## config.mk

```make
export PLATFORM = sky130hd
export DESIGN_NAME = pwd_watchdog
export DESIGN_NICKNAME = d
export VERILOG_FILES = /design/src/verilog/pwd_pkg.sv /design/src/verilog/pwd_prescaler.sv /design/src/verilog/pwd_watchdog.sv
export SDC_FILE = /design/constraint.sdc
export NUM_CORES = 1
export LEC_CHECK = 0
export BUFFER_PORTS_ARGS = -buffer_cell sky130_fd_sc_hd__buf_2
export CAP_MARGIN = 20
export CORE_UTILIZATION = 57
export DETAILED_ROUTE_END_ITERATION = 12
export GPL_ROUTABILITY_DRIVEN = 0
export PLACE_DENSITY = 0.85
export SYNTH_ARGS = -nofsm -noshare
export SYNTH_HDL_FRONTEND = slang
export SYNTH_SLANG_ARGS = --single-unit
```

## constraint.sdc

```tcl
create_clock -name core_clk -period 3.32 [get_ports core_clk]
set_clock_uncertainty 0.15 [all_clocks]
set_input_delay 0 -clock core_clk [delete_from_list [all_inputs] [get_ports core_clk]]
set_output_delay 0 -clock core_clk [all_outputs]
set_load 0.01 [all_outputs]
```

## src/verilog/pwd_pkg.sv

```systemverilog
// shared constants of the protected watchdog timer
package pwd_pkg;

  // ************************************************************
  // register map (byte addresses on apb)
  // ************************************************************
  localparam logic [7:0] ADDR_CONTROL_STATUS = 8'h00;
  localparam logic [7:0] ADDR_COUNTER        = 8'h04;
  localparam logic [7:0] ADDR_CLOCK_MODE     = 8'h08;
  localparam logic [7:0] ADDR_IRQ_STATUS     = 8'h0C;
  localparam logic [7:0] ADDR_IRQ_MASK       = 8'h10;

  // ************************************************************
  // control/status field positions
  // ************************************************************
  localparam int BIT_COUNTER_WE_INHIBIT = 7;
  localparam int BIT_COUNTER_WE         = 6;
  localparam int BIT_REG_WE_INHIBIT     = 5;
  localparam int BIT_REG_WE             = 4;
  localparam int BIT_RUN_INHIBIT        = 3;
  localparam int BIT_RUN                = 2;
  localparam int BIT_CAUSE_INHIBIT      = 1;
  localparam int BIT_CAUSE              = 0;

  // ************************************************************
  // widths, reset values, counts
  // ************************************************************
  localparam int          CNT_W          = 8;
  localparam logic [7:0]  CNT_MAX        = 8'hFF;
  localparam logic [7:0]  CNT_RESET      = 8'h00;
  localparam logic [3:0]  MODE_RESET     = 4'hF;
  localparam logic [3:0]  MODE_PAD_ONES  = 4'hF;
  localparam int          PRESCALE_W     = 13;
  localparam int          TAP_COUNT      = 8;
  localparam int          TAP_FIRST_LOG2 = 6;
  localparam int          RST_OSC_CYCLES = 256;
  localparam logic [7:0]  RST_LEFT_INIT  = 8'(RST_OSC_CYCLES - 1);
  localparam logic [31:0] DATA_ZERO      = 32'h0000_0000;

endpackage : pwd_pkg

```

## src/verilog/pwd_prescaler.sv

```systemverilog
// free-running prescaler producing the eight divided-clock enable pulses
`timescale 1ns/1ps
module pwd_prescaler #(
  parameter int DIV_W  = pwd_pkg::PRESCALE_W,
  parameter int TAPS   = pwd_pkg::TAP_COUNT,
  parameter int FIRST  = pwd_pkg::TAP_FIRST_LOG2
) (
  // clock and reset
  input  wire logic            core_clk,
  input  wire logic            nrst,
  // one-cycle pulses, tap k at clock / 2^(FIRST+k)
  output logic [TAPS-1:0]      tap_tick
);

  logic [DIV_W-1:0] div_cnt;

  // ************************************************************
  // divider chain
  // ************************************************************
  // single counter serves all taps so their pulses stay aligned
  always_ff @(posedge core_clk or negedge nrst)
  begin
    if (!nrst)
      div_cnt <= '0;
    else
      div_cnt <= div_cnt + DIV_W'(1);
  end

  // one pulse per tap when its low bits are all ones
  genvar k;
  generate
    for (k = 0; k < TAPS; k++)
    begin : g_tap
      localparam logic [DIV_W-1:0] MASK = DIV_W'((1 << (FIRST + k)) - 1);
      always_ff @(posedge core_clk or negedge nrst)
      begin
        if (!nrst)
          tap_tick[k] <= 1'b0;
        else
          tap_tick[k] <= ((div_cnt & MASK) == MASK);
      end
    end
  endgenerate

endmodule : pwd_prescaler

```

## src/verilog/pwd_watchdog.sv

```systemverilog
// protected watchdog timer with guarded control register and apb slave
`timescale 1ns/1ps
module pwd_watchdog #(
  parameter int ADDR_W = 8
) (
  // clock and reset
  input  wire logic              core_clk,
  input  wire logic              nrst,
  // internal oscillator, asynchronous to core_clk
  input  wire logic              osc_clk_in,
  // apb slave
  input  wire logic              psel,
  input  wire logic              penable,
  input  wire logic              pwrite,
  input  wire logic [ADDR_W-1:0] paddr,
  input  wire logic [31:0]       pwdata,
  output logic                   pready,
  output logic [31:0]            prdata,
  output logic                   pslverr,
  // outputs to the chip
  output logic                   wdt_reset_out,
  output logic                   irq
);

  // ************************************************************
  // state
  // ************************************************************
  logic                              counter_write_enable;
  logic                              register_write_enable;
  logic                              run_bit;
  logic                              reset_cause_flag;
  logic [pwd_pkg::CNT_W-1:0]         wdt_counter;
  logic [3:0]                        clock_select_field;
  logic                              irq_status;
  logic                              irq_mask;
  logic [7:0]                        rst_left;
  logic                              osc_s1;
  logic                              osc_s2;
  logic                              osc_s3;
  logic                              osc_tick;
  logic [pwd_pkg::TAP_COUNT-1:0]     tap_tick;
  logic                              count_tick;
  logic                              access;
  logic                              wr_now;
  logic                              cnt_load;
  logic                              overflow;
  logic [31:0]                       next_prdata;
  logic                              next_err;

  // ************************************************************
  // count sources
  // ************************************************************
  pwd_prescaler #(
    .DIV_W (pwd_pkg::PRESCALE_W),
    .TAPS  (pwd_pkg::TAP_COUNT),
    .FIRST (pwd_pkg::TAP_FIRST_LOG2)
  ) u_prescaler (
    .core_clk (core_clk),
    .nrst     (nrst),
    .tap_tick (tap_tick)
  );

  // oscillator synchroniser; edges seen only on stage two and three
  always_ff @(posedge core_clk or negedge nrst)
  begin
    if (!nrst)
    begin
      osc_s1 <= 1'b0;
      osc_s2 <= 1'b0;
      osc_s3 <= 1'b0;
    end
    else
    begin
      osc_s1 <= osc_clk_in;
      osc_s2 <= osc_s1;
      osc_s3 <= osc_s2;
    end
  end

  // oscillator must run slower than core_clk / 2 to be seen at all
  assign osc_tick = osc_s2 & ~osc_s3;

  // source decode, shared by the counter and its checks
  function automatic logic pick_tick(input logic [3:0]                    sel,
                                     input logic [pwd_pkg::TAP_COUNT-1:0] taps,
                                     input logic                          osc);
    if (sel[3])
      pick_tick = taps[sel[2:0]];
    else
      pick_tick = osc;
  endfunction : pick_tick

  // oscillator path has no gating by chip mode; like the taps it counts only while run_bit is set
  assign count_tick = pick_tick(clock_select_field, tap_tick, osc_tick);

  // ************************************************************
  // apb decode
  // ************************************************************
  // one wait state so that pready and prdata come from flops
  assign access   = psel & penable;
  assign wr_now   = access & pready & pwrite;
  assign cnt_load = wr_now & (paddr == ADDR_W'(pwd_pkg::ADDR_COUNTER)) & counter_write_enable;
  assign overflow = run_bit & count_tick & ~cnt_load & (wdt_counter == pwd_pkg::CNT_MAX);

  // read mux and error decode
  always_comb
  begin
    next_prdata = pwd_pkg::DATA_ZERO;
    next_err    = 1'b0;
    if (paddr == ADDR_W'(pwd_pkg::ADDR_CONTROL_STATUS))
      next_prdata[7:0] = {1'b1, counter_write_enable, 1'b1, register_write_enable,
                          1'b1, run_bit, 1'b1, reset_cause_flag};
    else if (paddr == ADDR_W'(pwd_pkg::ADDR_COUNTER))
      next_prdata[7:0] = wdt_counter;
    else if (paddr == ADDR_W'(pwd_pkg::ADDR_CLOCK_MODE))
      next_prdata[7:0] = {pwd_pkg::MODE_PAD_ONES, clock_select_field};
    else if (paddr == ADDR_W'(pwd_pkg::ADDR_IRQ_STATUS))
      next_prdata[0] = irq_status;
    else if (paddr == ADDR_W'(pwd_pkg::ADDR_IRQ_MASK))
      next_prdata[0] = irq_mask;
    else
      next_err = 1'b1;
  end

  // bus answer registers
  always_ff @(posedge core_clk or negedge nrst)
  begin
    if (!nrst)
    begin
      pready  <= 1'b0;
      prdata  <= pwd_pkg::DATA_ZERO;
      pslverr <= 1'b0;
    end
    else
    begin
      pready  <= access & ~pready;
      pslverr <= access & ~pready & next_err;
      if (access & ~pready & ~pwrite)
        prdata <= next_prdata;
    end
  end

  // ************************************************************
  // control/status register
  // ************************************************************
  // each guarded bit looks only at its own inhibit in the same byte;
  // the run/cause guard uses the enable held before this write
  always_ff @(posedge core_clk or negedge nrst)
  begin
    if (!nrst)
    begin
      counter_write_enable  <= 1'b0;
      register_write_enable <= 1'b0;
      run_bit               <= 1'b0;
    end
    else if (wr_now && paddr == ADDR_W'(pwd_pkg::ADDR_CONTROL_STATUS))
    begin
      if (!pwdata[pwd_pkg::BIT_COUNTER_WE_INHIBIT])
        counter_write_enable <= pwdata[pwd_pkg::BIT_COUNTER_WE];
      if (!pwdata[pwd_pkg::BIT_REG_WE_INHIBIT])
        register_write_enable <= pwdata[pwd_pkg::BIT_REG_WE];
      if (register_write_enable && !pwdata[pwd_pkg::BIT_RUN_INHIBIT])
        run_bit <= pwdata[pwd_pkg::BIT_RUN];
    end
  end

  // cause flag; only overflow sets it, software may only clear it; set wins
  always_ff @(posedge core_clk or negedge nrst)
  begin
    if (!nrst)
      reset_cause_flag <= 1'b0;
    else if (overflow)
      reset_cause_flag <= 1'b1;
    else if (wr_now && paddr == ADDR_W'(pwd_pkg::ADDR_CONTROL_STATUS) && register_write_enable &&
             !pwdata[pwd_pkg::BIT_CAUSE_INHIBIT] && !pwdata[pwd_pkg::BIT_CAUSE])
      reset_cause_flag <= 1'b0;
  end

  // ************************************************************
  // counter and clock mode
  // ************************************************************
  // a load beats a same-cycle count pulse
  always_ff @(posedge core_clk or negedge nrst)
  begin
    if (!nrst)
      wdt_counter <= pwd_pkg::CNT_RESET;
    else if (cnt_load)
      wdt_counter <= pwdata[pwd_pkg::CNT_W-1:0];
    else if (run_bit && count_tick)
      wdt_counter <= wdt_counter + pwd_pkg::CNT_W'(1);
  end

  // clock select; switching may add one stray pulse
  always_ff @(posedge core_clk or negedge nrst)
  begin
    if (!nrst)
      clock_select_field <= pwd_pkg::MODE_RESET;
    else if (wr_now && paddr == ADDR_W'(pwd_pkg::ADDR_CLOCK_MODE))
      clock_select_field <= pwdata[3:0];
  end

  // ************************************************************
  // internal reset pulse
  // ************************************************************
  // stretched in oscillator periods; a new overflow restarts it
  always_ff @(posedge core_clk or negedge nrst)
  begin
    if (!nrst)
    begin
      wdt_reset_out <= 1'b0;
      rst_left      <= '0;
    end
    else if (overflow)
    begin
      wdt_reset_out <= 1'b1;
      rst_left      <= pwd_pkg::RST_LEFT_INIT;
    end
    else if (wdt_reset_out && osc_tick)
    begin
      if (rst_left == '0)
        wdt_reset_out <= 1'b0;
      else
        rst_left <= rst_left - 8'(1);
    end
  end

  // ************************************************************
  // interrupt
  // ************************************************************
  // overflow sets status, write one clears; set wins
  always_ff @(posedge core_clk or negedge nrst)
  begin
    if (!nrst)
    begin
      irq_status <= 1'b0;
      irq_mask   <= 1'b0;
      irq        <= 1'b0;
    end
    else
    begin
      if (overflow)
        irq_status <= 1'b1;
      else if (wr_now && paddr == ADDR_W'(pwd_pkg::ADDR_IRQ_STATUS) && pwdata[0])
        irq_status <= 1'b0;
      if (wr_now && paddr == ADDR_W'(pwd_pkg::ADDR_IRQ_MASK))
        irq_mask <= pwdata[0];
      irq <= irq_status & irq_mask;
    end
  end
endmodule : pwd_watchdog

```

After elaboration in Yosys (flattened, before gate mapping)
Index checks and enable logic that the tools add are counted.
- register bits after elaboration: 62
- input bits: 46
- output and inout bits: 36
- word-level logic and storage cells: 115
- add/subtract/negate cells: 3
- order comparisons: 1
- equality and inequality tests: 14
- muxes and demuxes: 26
- bitwise gates (word level): 19
- reduce and logical (&&, ||, !) cells: 26
- operator list (kind ; count):
    $mux W8 ; 7
    $mux W1 ; 17
    $eq A8 B4 Y1 const B ; 2
    $eq A8 B8 Y1 const B ; 2
    $logic_not A8 Y1 ; 2
    $add A13 B1 Y13 const B ; 1
    $and A1 B1 Y1 ; 13
    $eq A13 B13 Y1 const B ; 1
    $eq A12 B12 Y1 const B ; 1
    $eq A11 B11 Y1 const B ; 1
    $logic_and A1 B1 Y1 ; 11
    $eq A10 B10 Y1 const B ; 1
    $reduce_and A2 Y1 ; 5
    $reduce_bool A2 Y1 ; 5
    $eq A9 B9 Y1 const B ; 1
    $add A8 B1 Y8 const B ; 1
    $eq A8 B3 Y1 const B ; 1
    $eq A8 B5 Y1 const B ; 1
    $sub A8 B1 Y8 const B ; 1
    $eq A7 B7 Y1 const B ; 1
    $mux W7 ; 1
    $eq A6 B6 Y1 const B ; 1
    $not A1 Y1 ; 6
    $lt A3 B4 Y1 const B ; 1
    other kinds (3) ; 5

Depth between registers and ports, before layout
Gate-level depths: netlist of run 1.
- depth in word-level cells: 10
- mapped depth: 7
- gate-level depth less buffers: 7

Cells and area by module
From an unflattened synthesis of run 1, not the netlist that was laid out.
- cells, all modules: 301
- area total of the unflattened synthesis: 3161.8 µm²
- by module, submodules not included (module ; times used ; cells each ; area each (µm²)):
    pwd_watchdog ; 1 ; 236 ; 2339.7
    pwd_prescaler ; 1 ; 65 ; 822.0

Least setup slack after synthesis of run 1
OpenSTA, ideal clock, no wires.
- kind: reg-to-reg
- start: register clock_select_field[0]
- end: register wdt_counter[6] in the netlist's numbering
- setup time: 0.123 ns
- arrival time: 1.848 ns
- slack: 1.199 ns
- cell stages (with the launch flop): 7
- buffers on the path: 1
- period minus slack after synthesis: 2.121 ns
- cells stage by stage: dfstp_2 > buf_6 > mux2i_1 > mux4_2 > a2111oi_4 > xnor2_1 > a21oi_1
- word-level cells in the longest chain between the ends: 5
- RTL lines (element ; RTL line ; text):
    start, declared ; pwd_watchdog.sv:33 ; logic [3:0] clock_select_field;
    start signal, assigned ; pwd_watchdog.sv:197 ; clock_select_field <= pwd_pkg::MODE_RESET;
    start signal, assigned ; pwd_watchdog.sv:199 ; clock_select_field <= pwdata[3:0];
    $bmux W1 S3 ; pwd_watchdog.sv:88 ; pick_tick = taps[sel[2:0]];
    $mux W1 (implied by the code) ; pwd_watchdog.sv:88 ;
    $mux W1 ; pwd_watchdog.sv:87 ; if (sel[3])
    $logic_and A1 B1 Y1 ; pwd_watchdog.sv:189 ; else if (run_bit && count_tick)
    $reduce_bool A2 Y1 (no line) ; -- ;
    end signal, assigned ; pwd_watchdog.sv:186 ; wdt_counter <= pwd_pkg::CNT_RESET;
    end signal, assigned ; pwd_watchdog.sv:188 ; wdt_counter <= pwdata[pwd_pkg::CNT_W-1:0];
    end signal, assigned ; pwd_watchdog.sv:190 ; wdt_counter <= wdt_counter + pwd_pkg::CNT_W'(1);
    end, declared ; pwd_watchdog.sv:32 ; logic [pwd_pkg::CNT_W-1:0] wdt_counter;
Every way passes these cells. The select of a mux whose other input is x is not followed.
A chain may end at the register's enable or synchronous reset.

Worst setup path after layout of run 1
- start: register clock_select_field[0]
- end: register rst_left[4]
- word-level cells in the longest chain between the ends: 8
- elaborated cells between the ends (all ways): 10
- RTL lines (element ; RTL line ; text):
    $bmux W1 S3 * ; pwd_watchdog.sv:88 ;
    $mux W1 (implied by the code) * ; pwd_watchdog.sv:88 ;
    $mux W1 * ; pwd_watchdog.sv:87 ;
    $and A1 B1 Y1 * (3 in a row) ; pwd_watchdog.sv:103 ; assign overflow = run_bit & count_tick & ~cnt_load & (wdt_counter == pwd_pkg::CNT_MAX);
    $ne A2 B2 Y1 (no line) or $reduce_bool A2 Y1 (tied branches) ; -- ;
    $reduce_and A2 Y1 (no line) ; -- ;
    end signal, assigned ; pwd_watchdog.sv:216 ; rst_left <= pwd_pkg::RST_LEFT_INIT;
    end signal, assigned ; pwd_watchdog.sv:223 ; rst_left <= rst_left - 8'(1);
    end, declared ; pwd_watchdog.sv:36 ; logic [7:0] rst_left;
Every way passes the cells marked *; elsewhere a longest branch is shown, timed or not. The select of a mux whose other input is x is not followed.

==> results.txt, run 1 <==
Post-Syn Area -> 0.00311 mm²
register area share after synthesis -> 50.1%
Critical R2R Capture -> rst_left[4]$_DFFE_PN0P_
WL/cell -> 13.5 µm
Tightest Hold Check Type -> input port to register
initial antenna violation count -> 0
die width -> 75.9 µm
root buf cell -> clkbuf_8
CTS Buf Count -> 9
Max Freq -> 399 MHz
XOR/XNOR share of the synthesized area -> 5.92%
Yosys warnings -> 0
CTS Buffer Depth -> 2
GRT Residual Overflow -> 0
antenna-violating nets left -> 0
simple-gate area share of the yosys netlist -> 16.9%
Synth Area in Compound Gates -> 9.46%
core outline area -> 0.00517 mm²
CTS H-tree lvls -> 3
final hold slack -> 0.0480 ns
Tmin final -> 2.51 ns
post-synth top area cell -> dfrtp_1
DR vias/cell -> 5.20
Peak VDD IR -> 0.437 mV
Clk pwr share -> 41.5%
final period utilization -> 75.6%
switch share -> 24.1%
Rows -> 26
CP required -> 3.43 ns
setup bufs post-CTS -> 0
Setup TNS Final -> 0 ns
crit path DAT -> 2.61 ns
status -> completed
Power Density -> 465 mW/mm²
post-DP HPWL -> 3830 µm
share of cells above drive strength 1 -> 19.5%
post-synthesis register bit count -> 62
Setup crit end kind -> register
largest net degree at the start of global routing -> 48
largest family of logic cells by synthesized area -> simple AND/OR/NAND/NOR gates
ranking of synthesized cells by area -> dfrtp_1, buf_4, nand2_1, dfstp_2, nor2_1
antenna cells -> 0
final WL -> 5790 µm
vias -> 2232
max-cap viol count -> 0
Die Area -> 0.00575 mm²
Least-Margin Pin Slew -> 1.05 ns
clk sinks -> 62
Synth Instances -> 300
WHS Endpoint -> prdata[0]$_DFFE_PN0P_
worst-path fanout max -> 11
Sw Pwr -> 0.000409 W
Leak -> 1.75 nW
CTS tree -> yes
GRT Total Usage -> 23.1%
R2R cell count -> 5
clock slew seen by the registers of the worst setup and hold paths -> 0.07 ns
post-synthesis adder-cell area fraction -> 2.01%
final net count -> 405
Pint -> 0.00129 W
multiplexer share of the synthesized area -> 6.84%
I/O Buffers -> 33
average cell area after synthesis -> 10.4 µm²
die height -> 75.9 µm
r2r setup slk -> 0.81 ns
CP Launch Type -> register
part of the power in registers -> 48.3%
Starting DRT DRC Count -> 130
vias in the first global route -> 2225
combinational power share -> 10.2%
Crit Path Class -> register to register
Rel. slew slack -> 29.5%
area grow syn2layout -> 17.6%
Min-Delay Path Depth -> 5
unrepaired setup endpoints after global routing -> no
min setup slack post-route -> 0.812 ns
Hold Vio Cnt, Final -> 0
I/O pin cnt -> 82
endpoints failing setup -> 0
initial core utilization -> 60.1%
Netlist cell types -> 40
hold_sp -> paddr[7]
share of the synthesized area in the top cell type -> 46.7%
Post-Place Setup Slack -> 0.774 ns
Detailed Routing Iterations Pass 1 -> 4
fin. max-slew vios -> 0
global-route wire length before repair -> 9680 µm
Reg2Reg Launch Point -> clock_select_field[0]$_DFFE_PN1P_
drc violations -> 0
clock insertion delay at the later pin of the skew report -> 0.34 ns
==> timing repair <==
| action | CTS | global route |
|---|---|---|
| resized for setup | 0 | 0 |
| hold endpoints to repair | 69 | 7 |
| hold buffers | 19 | 1 |
==> cell families after synthesis <==
family | Yosys count
XOR/XNOR | 21
other | 1
multiplexers | 19
AND/OR/NAND/NOR | 106
adder cells (fa/ha/maj) | 5
flip-flops | 62
buffers and inverters | 43
AO/OA/AOI/OAI | 43
==> registers in the layout, summed over array words and instances (netlist names), 4 cells and up <==
| name | flops |
|---|---|
| clock_select_field | 4 |
| prdata | 8 |
| wdt_counter | 8 |
| u_prescaler.div_cnt | 13 |
| rst_left | 8 |
| u_prescaler.tap_tick | 8 |
==> critical path, cell delays in order (launching register included) <==
cell and delay [ns]:
dfstp_2 0.62, mux2i_1 0.10, mux4_2 0.60, a21oi_2 0.27, nand4_1 0.48, nand3_1 0.21
==> routing by layer <==
metal / global-route usage, % / up-vias / wire [µm]
li1: - / 1078 / -
met5: 0 / - / 0
met4: 9.26 / 0 / 98
met1: 26.7 / 1084 / 2480
met3: 7.01 / 10 / 238
met2: 40.1 / 60 / 2980
==> worst max-delay path by stage <==
| stage | from | end | slack, ns |
|---|---|---|---|
| floorplan | clock_select_field[0]$_DFFE_PN1P_ | wdt_counter[6]$_DFFE_PN0P_ | 1.20 |
| global placement | clock_select_field[0]$_DFFE_PN1P_ | rst_left[6]$_DFFE_PN0P_ | 0.86 |
| detailed placement | clock_select_field[0]$_DFFE_PN1P_ | rst_left[4]$_DFFE_PN0P_ | 0.77 |
| CTS | clock_select_field[0]$_DFFE_PN1P_ | rst_left[4]$_DFFE_PN0P_ | 0.77 |
| global route | clock_select_field[0]$_DFFE_PN1P_ | rst_left[6]$_DFFE_PN0P_ | 0.67 |
| finish | clock_select_field[0]$_DFFE_PN1P_ | rst_left[4]$_DFFE_PN0P_ | 0.81 |
==> cell type report <==
type	instances	area, µm²
Inverter	8	30.0
Tap cell	70	87.6
Clock buffer	13	179
Multi-Input combinational cell	218	1370
Sequential cell	62	1560
Fill cell	400	1520
Clock inverter	3	40.0
Timing Repair Buffer	55	393
==> power groups by stage <==
stage | Sequential, W | Clock (W) | Combinational, W
6_report | 0.000820 | 0.000706 | 0.000174
3_5_place_dp | 0.000833 | 0 | 0.000156
2_1_floorplan | 0.000829 | 0 | 0.000124
3_3_place_gp | 0.000831 | 0 | 0.000148
4_1_cts | 0.000820 | 0.000721 | 0.000172
5_1_grt | 0.000825 | 0.000754 | 0.000204
==> cells in the final DEF, fill, tap and decap left out, types with 3 or more instances in the layout <==
cell type / Yosys / routed
mux2i_1: 10 / 10
ha_1: 5 / 5
o31ai_1: 3 / 3
nor3_1: 3 / 3
conb_1: 1 / 24
nand3b_1: 4 / 4
dfstp_2: 4 / 4
a21oi_1: 17 / 17
clkbuf_8: 0 / 13
xnor2_1: 10 / 10
xor2_1: 11 / 11
buf_2: 2 / 33
or4_1: 3 / 3
dfrtp_1: 58 / 58
inv_1: 8 / 8
nand4_1: 3 / 3
nand3_1: 11 / 11
dlygate4sd3_1: 0 / 20
nor2_1: 27 / 27
mux2_2: 8 / 8
o21ai_0: 12 / 12
and2_1: 4 / 4
nand2_1: 33 / 33
nand2b_1: 3 / 3
a211oi_1: 3 / 3
and3_1: 7 / 7
==> cells in the mapped netlist <==
cell / n
clkbuf_1: 7
nand3_1: 11
mux2i_1: 10
or2_2: 1
dfrtp_1: 58
buf_2: 2
nand2_1: 33
inv_1: 8
buf_6: 2
a211oi_1: 3
and3_1: 7
o21ai_0: 12
nor4b_1: 1
conb_1: 1
xor2_1: 11
o31ai_1: 3
nand4_1: 3
o211ai_1: 2
a21oi_1: 17
buf_4: 24
nand3b_1: 4
xnor2_1: 10
nand3_2: 1
and2_1: 4
nand2b_1: 3
mux2_2: 8
nor3b_1: 1
nor2b_1: 1
mux4_2: 1
or3_1: 2
dfstp_2: 4
or4_1: 3
a22o_1: 2
a2111oi_4: 2
nor4_4: 1
nor3_1: 3
a21boi_0: 1
a21oi_2: 1
ha_1: 5
nor2_1: 27
==> through the flow <==
stage | instance area (µm²) | instances | total power (W) | util (%)
3_3_place_gp | 3220 | 392 | 0.000979 | 62.2
6_report | 3660 | 429 | 0.00170 | 70.7
4_1_cts | 3630 | 427 | 0.00171 | 70.1
5_1_grt | 3660 | 429 | 0.00178 | 70.7
3_5_place_dp | 3220 | 392 | 0.000989 | 62.2
2_1_floorplan | 3200 | 323 | 0.000953 | -
Note: power is estimated with default switching activity, not from simulation.
==> run 2: changes to the inputs <==
- CORE_UTILIZATION: 57 -> 53
- PLACE_DENSITY: 0.85 -> 0.8
- clock period: 3.32 -> 2.55 ns (I/O delays scaled with it)
==> results.txt, run 2 (synthesis gave the netlist of run 1 again) <==
CTS Buffer Depth -> 2 (unchanged)
GRT Residual Overflow -> 0 (unchanged)
global-route wire length before repair -> 9000 µm (-7.0%)
initial core utilization -> 55.8% (-4.3 points)
status -> completed
Hold Vio Cnt, Final -> 0 (unchanged)
Least-Margin Pin Slew -> 1.07 ns (+0.0268 ns)
Layout Cells excl Fill -> 432 (+0.70%)
final net count -> 406 (+0.25%)
clk sinks -> 62 (unchanged)
Reg2Reg Launch Point -> pready$_DFF_PN0_
most common cell after layout, fill and taps aside -> dfrtp_1
antenna-violating nets left -> 0 (unchanged)
Power Density -> 589 mW/mm² (+27%)
CP required -> 2.63 ns (-0.80 ns)
WHS Endpoint -> pslverr$_DFF_PN0_
clock slew seen by the registers of the worst setup and hold paths -> 0.07 ns (about the same)
clock insertion delay at the later pin of the skew report -> 0.34 ns (about the same)
worst-path fanout max -> 4 (-7)
overall power -> 0.00214 W (+26%)
unrepaired setup endpoints after global routing -> no
I/O pin cnt -> 82 (unchanged)
Setup crit end kind -> register
Min-Delay Path Depth -> 4 (-1)
CTS Buf Count -> 9 (unchanged)
die width -> 78.6 µm (+3.6%)
Tightest Hold Check Type -> input port to register
most frequent cells in the layout -> dfrtp_1, nand2_1, buf_2
Crit Path Class -> register to register
Post-CTS Hold Fix Bufs -> 19 (unchanged)
initial antenna violation count -> 0 (unchanged)
Tmin final -> 2.39 ns (-0.118 ns)
max-cap viol count -> 0 (unchanged)
Leak -> 1.73 nW (-0.86%)
R2R cell count -> 6 (+1)
Rel. slew slack -> 27.7% (-1.8 points)
FILL cells -> 462 (+16%)
Die Area -> 0.00618 mm² (+7.3%)
r2r setup slk -> 0.16 ns (-0.65 ns)
setup bufs post-CTS -> 0 (unchanged)
Critical R2R Capture -> counter_write_enable$_DFFE_PN0P_
Rows -> 27 (+3.8%)
die height -> 78.6 µm (+3.6%)
Max Freq -> 418 MHz (+4.9%)
area grow syn2layout -> 16.7%
post-CTS sizing -> 0 (unchanged)
final WL -> 5390 µm (-6.9%)
Setup TNS Final -> 0 ns (unchanged)
endpoints failing setup -> 0 (unchanged)
share of cells above drive strength 1 -> 19.7% (+0.22 points)
hold_sp -> paddr[7]
antenna cells -> 0 (unchanged)
core outline area -> 0.00557 mm² (+7.8%)
Peak VDD IR -> 0.500 mV (+14%)
DR vias/cell -> 5.04 (-3.1%)
drc violations -> 0 (unchanged)
crit path DAT -> 2.47 ns (-0.14 ns)
CP Launch Type -> register
fin. max-slew vios -> 0 (unchanged)
root buf cell -> clkbuf_8
Placed Instances -> 397 (+1.3%)
Biggest register -> u_prescaler.div_cnt
max reg flops -> 13 (unchanged)
post-DP HPWL -> 3910 µm (+1.9%)
GRT Total Usage -> 19.4% (-3.7 points)
final period utilization -> 93.8% (+18 points)
I/O Buffers -> 33 (unchanged)
largest net degree at the start of global routing -> 36 (-25%)
WL/cell -> 12.5 µm (-7.6%)
CTS tree -> yes
Detailed Routing Iterations Pass 1 -> 4 (unchanged)
vias -> 2178 (-2.4%)
Starting DRT DRC Count -> 109 (-16%)
vias in the first global route -> 2050 (-7.9%)
CTS H-tree lvls -> 3 (unchanged)
-- run 2: changes by cell type in the layout (fill, tap and decap cells not counted) --
cell,delta
clkinv_4,+3
dlygate4sd3_1,-1
clkinv_2,-1
buf_4,+3
clkbuf_1,+1
clkbuf_8,-4
inv_6,+1
buf_12,-1
-- run 2: where the power goes --
group	total (W)	internal (W)	switching (W)
combinational	0.000217	0.0000919	0.000125
sequential	0.00107	0.00103	0.0000381
clock	0.000856	0.000458	0.000398
total	0.00214	0.00158	0.000561
-- run 2: final cells by class --
class | instances | area (µm²) | area share [%]
clock buffer | 10 | 128 | 3.52
clock inverter | 6 | 70.1 | 1.93
inverter | 8 | 30.0 | 0.827
multi-input combinational | 218 | 1370 | 37.7
sequential | 62 | 1560 | 42.9
tap | 72 | 90.1 | 2.48
timing repair buffer | 56 | 385 | 10.6
-- run 2: worst max-delay path by stage --
| stage | slack [ns] | to | startpoint |
|---|---|---|---|
| 2_1_floorplan | 0.43 | wdt_counter[6]$_DFFE_PN0P_ | clock_select_field[0]$_DFFE_PN1P_ |
| 3_3_place_gp | 0.35 | wdt_counter[6]$_DFFE_PN0P_ | clock_select_field[0]$_DFFE_PN1P_ |
| 3_5_place_dp | 0.33 | wdt_counter[6]$_DFFE_PN0P_ | clock_select_field[0]$_DFFE_PN1P_ |
| 4_1_cts | 0.15 | counter_write_enable$_DFFE_PN0P_ | pready$_DFF_PN0_ |
| 5_1_grt | 0.01 | counter_write_enable$_DFFE_PN0P_ | pready$_DFF_PN0_ |
| 6_report | 0.16 | counter_write_enable$_DFFE_PN0P_ | pready$_DFF_PN0_ |
-- run 2: worst max-delay path, cell delays in order (launching register included) --
cell           delay, ns
dfrtp_1             0.38
nand4_1             0.17
nor4_4              0.30
nand2_1             0.23
nor2_1              0.16
mux2_2              0.34
dlygate4sd3_1       0.55
-- run 2: through the flow --
| step | area (µm²) | hold slack (ns) | setup slack, ns | utilization, % |
|---|---|---|---|---|
| floorplan | 3200 | -0.446 | 0.429 | - |
| global placement | 3240 | -0.0586 | 0.354 | 58.2 |
| detailed placement | 3240 | -0.0457 | 0.328 | 58.2 |
| CTS | 3630 | 0.0176 | 0.153 | 65.1 |
| global route | 3630 | 0.0787 | 0.0147 | 65.1 |
| finish | 3630 | 0.0339 | 0.159 | 65.1 |
-- run 2: layer usage --
layer,track usage [%],vias to the layer above,part of all wire [%]
met2,32.8,50,49
met1,22.8,1036,45
met4,6.67,0,1.4
met3,6.86,10,4.6
li1,-,1082,-
met5,0,-,0
==> run 3: changes to the inputs <==
- CORE_UTILIZATION: 53 -> 57
- PLACE_DENSITY: 0.8 -> 0.85
- clock period: 2.55 -> 2.95 ns (I/O delays scaled with it)
==> results.txt, run 3 (synthesis gave the netlist of run 1 again) <==
FILL cells -> 377 (-18%)
CTS H-tree lvls -> 3 (unchanged)
Post-Place Setup Slack -> 0.426 ns (+0.0983 ns)
max reg flops -> 13 (unchanged)
most common cell after layout, fill and taps aside -> dfrtp_1
CP Launch Type -> register
Setup crit end kind -> register
largest net degree at the start of global routing -> 41 (+14%)
WL/cell -> 12.9 µm (+3.3%)
core outline area -> 0.00517 mm² (-7.2%)
Starting DRT DRC Count -> 114 (+4.6%)
Critical R2R Capture -> rst_left[4]$_DFFE_PN0P_
I/O Buffers -> 33 (unchanged)
Core Util, Final -> 70.9% (+5.8 points)
most frequent cells in the layout -> dfrtp_1, nand2_1, buf_2
die width -> 75.9 µm (-3.5%)
max-cap viol count -> 0 (unchanged)
Tightest Hold Check Type -> input port to register
Biggest register -> u_prescaler.div_cnt
antenna cells -> 0 (unchanged)
area grow syn2layout -> 18.0%
Setup TNS Final -> 0 ns (unchanged)
I/O pin cnt -> 82 (unchanged)
Max Freq -> 401 MHz (-4.2%)
Power Density -> 551 mW/mm² (-6.6%)
crit path DAT -> 2.60 ns (+0.13 ns)
Detailed Routing Iterations Pass 1 -> 4 (unchanged)
Die Area -> 0.00575 mm² (-6.8%)
GRT Residual Overflow -> 0 (unchanged)
final WL -> 5530 µm (+2.6%)
final net count -> 405 (-0.25%)
root buf cell -> clkbuf_8
post-DP HPWL -> 3740 µm (-4.2%)
drc violations -> 0 (unchanged)
share of cells above drive strength 1 -> 19.8% (+0.055 points)
Hold Vio Cnt, Final -> 0 (unchanged)
initial antenna violation count -> 0 (unchanged)
R2R cell count -> 5 (-1)
multi-input logic area -> 0.00137 mm² (unchanged)
GRT Total Usage -> 22.5% (+3.1 points)
DR vias/cell -> 5.15 (+2.2%)
setup bufs post-CTS -> 0 (unchanged)
min setup slack post-route -> 0.455 ns (+0.296 ns)
vias -> 2211 (+1.5%)
status -> completed
clock slew seen by the registers of the worst setup and hold paths -> 0.07 ns (about the same)
initial core utilization -> 60.1% (+4.3 points)
CTS Buffer Depth -> 2 (unchanged)
Register Area -> 0.00156 mm² (unchanged)
global-route wire length before repair -> 9290 µm (+3.2%)
Reg2Reg Launch Point -> clock_select_field[0]$_DFFE_PN1P_
Rel. slew slack -> 42.0% (+14 points)
final period utilization -> 84.6% (-9.2 points)
vias in the first global route -> 2125 (+3.7%)
Worst Setup EP -> rst_left[4]$_DFFE_PN0P_
endpoints failing setup -> 0 (unchanged)
Min-Delay Path Depth -> 4 (unchanged)
Tmin final -> 2.50 ns (+0.104 ns)
CP required -> 3.06 ns (+0.43 ns)
Rows -> 26 (-3.7%)
Crit Path Class -> register to register
Least-Margin Pin Slew -> 0.870 ns (-0.203 ns)
worst-path fanout max -> 11 (+7)
CTS tree -> yes
post-CTS sizing -> 0 (unchanged)
crit path from -> clock_select_field[0]$_DFFE_PN1P_
r2r setup slk -> 0.45 ns (+0.30 ns)
Peak VDD IR -> 0.434 mV (-13%)
Leak -> 1.75 nW (+1.2%)
antenna-violating nets left -> 0 (unchanged)
clock insertion delay at the later pin of the skew report -> 0.34 ns (about the same)
die height -> 75.9 µm (-3.5%)
unrepaired setup endpoints after global routing -> no
CTS Buf Count -> 9 (unchanged)
fin. max-slew vios -> 0 (unchanged)
clk sinks -> 62 (unchanged)
==> run 3: power breakdown <==
| group | leakage [nW] | switching [W] | internal (W) |
|---|---|---|---|
| combinational | 0.878 | 0.000108 | 0.0000785 |
| sequential | 0.750 | 0.0000328 | 0.000890 |
| clock | 0.126 | 0.000329 | 0.000582 |
==> run 3: layout make-up <==
type	count	area share (%)
sequential	62	42.4
multi-input combinational	218	37.3
timing repair buffer	55	10.3
clock buffer	10	3.75
clock inverter	6	2.97
tap	70	2.39
inverter	8	0.819
==> run 3: worst max-delay path, cell delays in order (launching register included) <==
cell and delay [ns]:
dfstp_2 0.62, mux2i_1 0.10, mux4_2 0.61, a21oi_2 0.26, nand4_1 0.47, nand3_1 0.20
==> run 3: worst min-delay path by stage <==
| stage | start | to | slack (ns) |
|---|---|---|---|
| floorplan | nrst | counter_write_enable$_DFFE_PN0P_ | -0.45 |
| global placement | osc_clk_in | osc_s1$_DFF_PN0_ | -0.04 |
| detailed placement | osc_clk_in | osc_s1$_DFF_PN0_ | -0.04 |
| CTS | paddr[7] | prdata[0]$_DFFE_PN0P_ | 0.02 |
| global route | paddr[7] | prdata[0]$_DFFE_PN0P_ | 0.07 |
| finish | paddr[7] | pslverr$_DFF_PN0_ | 0.03 |
==> run 3: timing repair <==
item,in CTS,in global routing
hold buffers,19,0
hold endpoints to repair,64,0
endpoints found under the setup margin,0,0
==> run 3: stage by stage <==
step | cell area [µm²] | instances | power (W) | hold WS [ns]
2_1_floorplan | 3200 | 323 | 0.00107 | -0.446
3_3_place_gp | 3230 | 394 | 0.00110 | -0.0411
3_5_place_dp | 3230 | 394 | 0.00111 | -0.0375
4_1_cts | 3670 | 429 | 0.00204 | 0.0219
5_1_grt | 3670 | 429 | 0.00212 | 0.0663
6_report | 3670 | 429 | 0.00202 | 0.0325
==> run 3: routing by layer <==
| layer | up-vias | GRT usage (%) | part of all wire (%) |
|---|---|---|---|
| met4 | 0 | 9.88 | 1.6 |
| met1 | 1056 | 27.3 | 44 |
| met2 | 62 | 37.9 | 50 |
| li1 | 1082 | - | - |
| met5 | - | 0 | 0 |
| met3 | 11 | 5.95 | 4.9 |
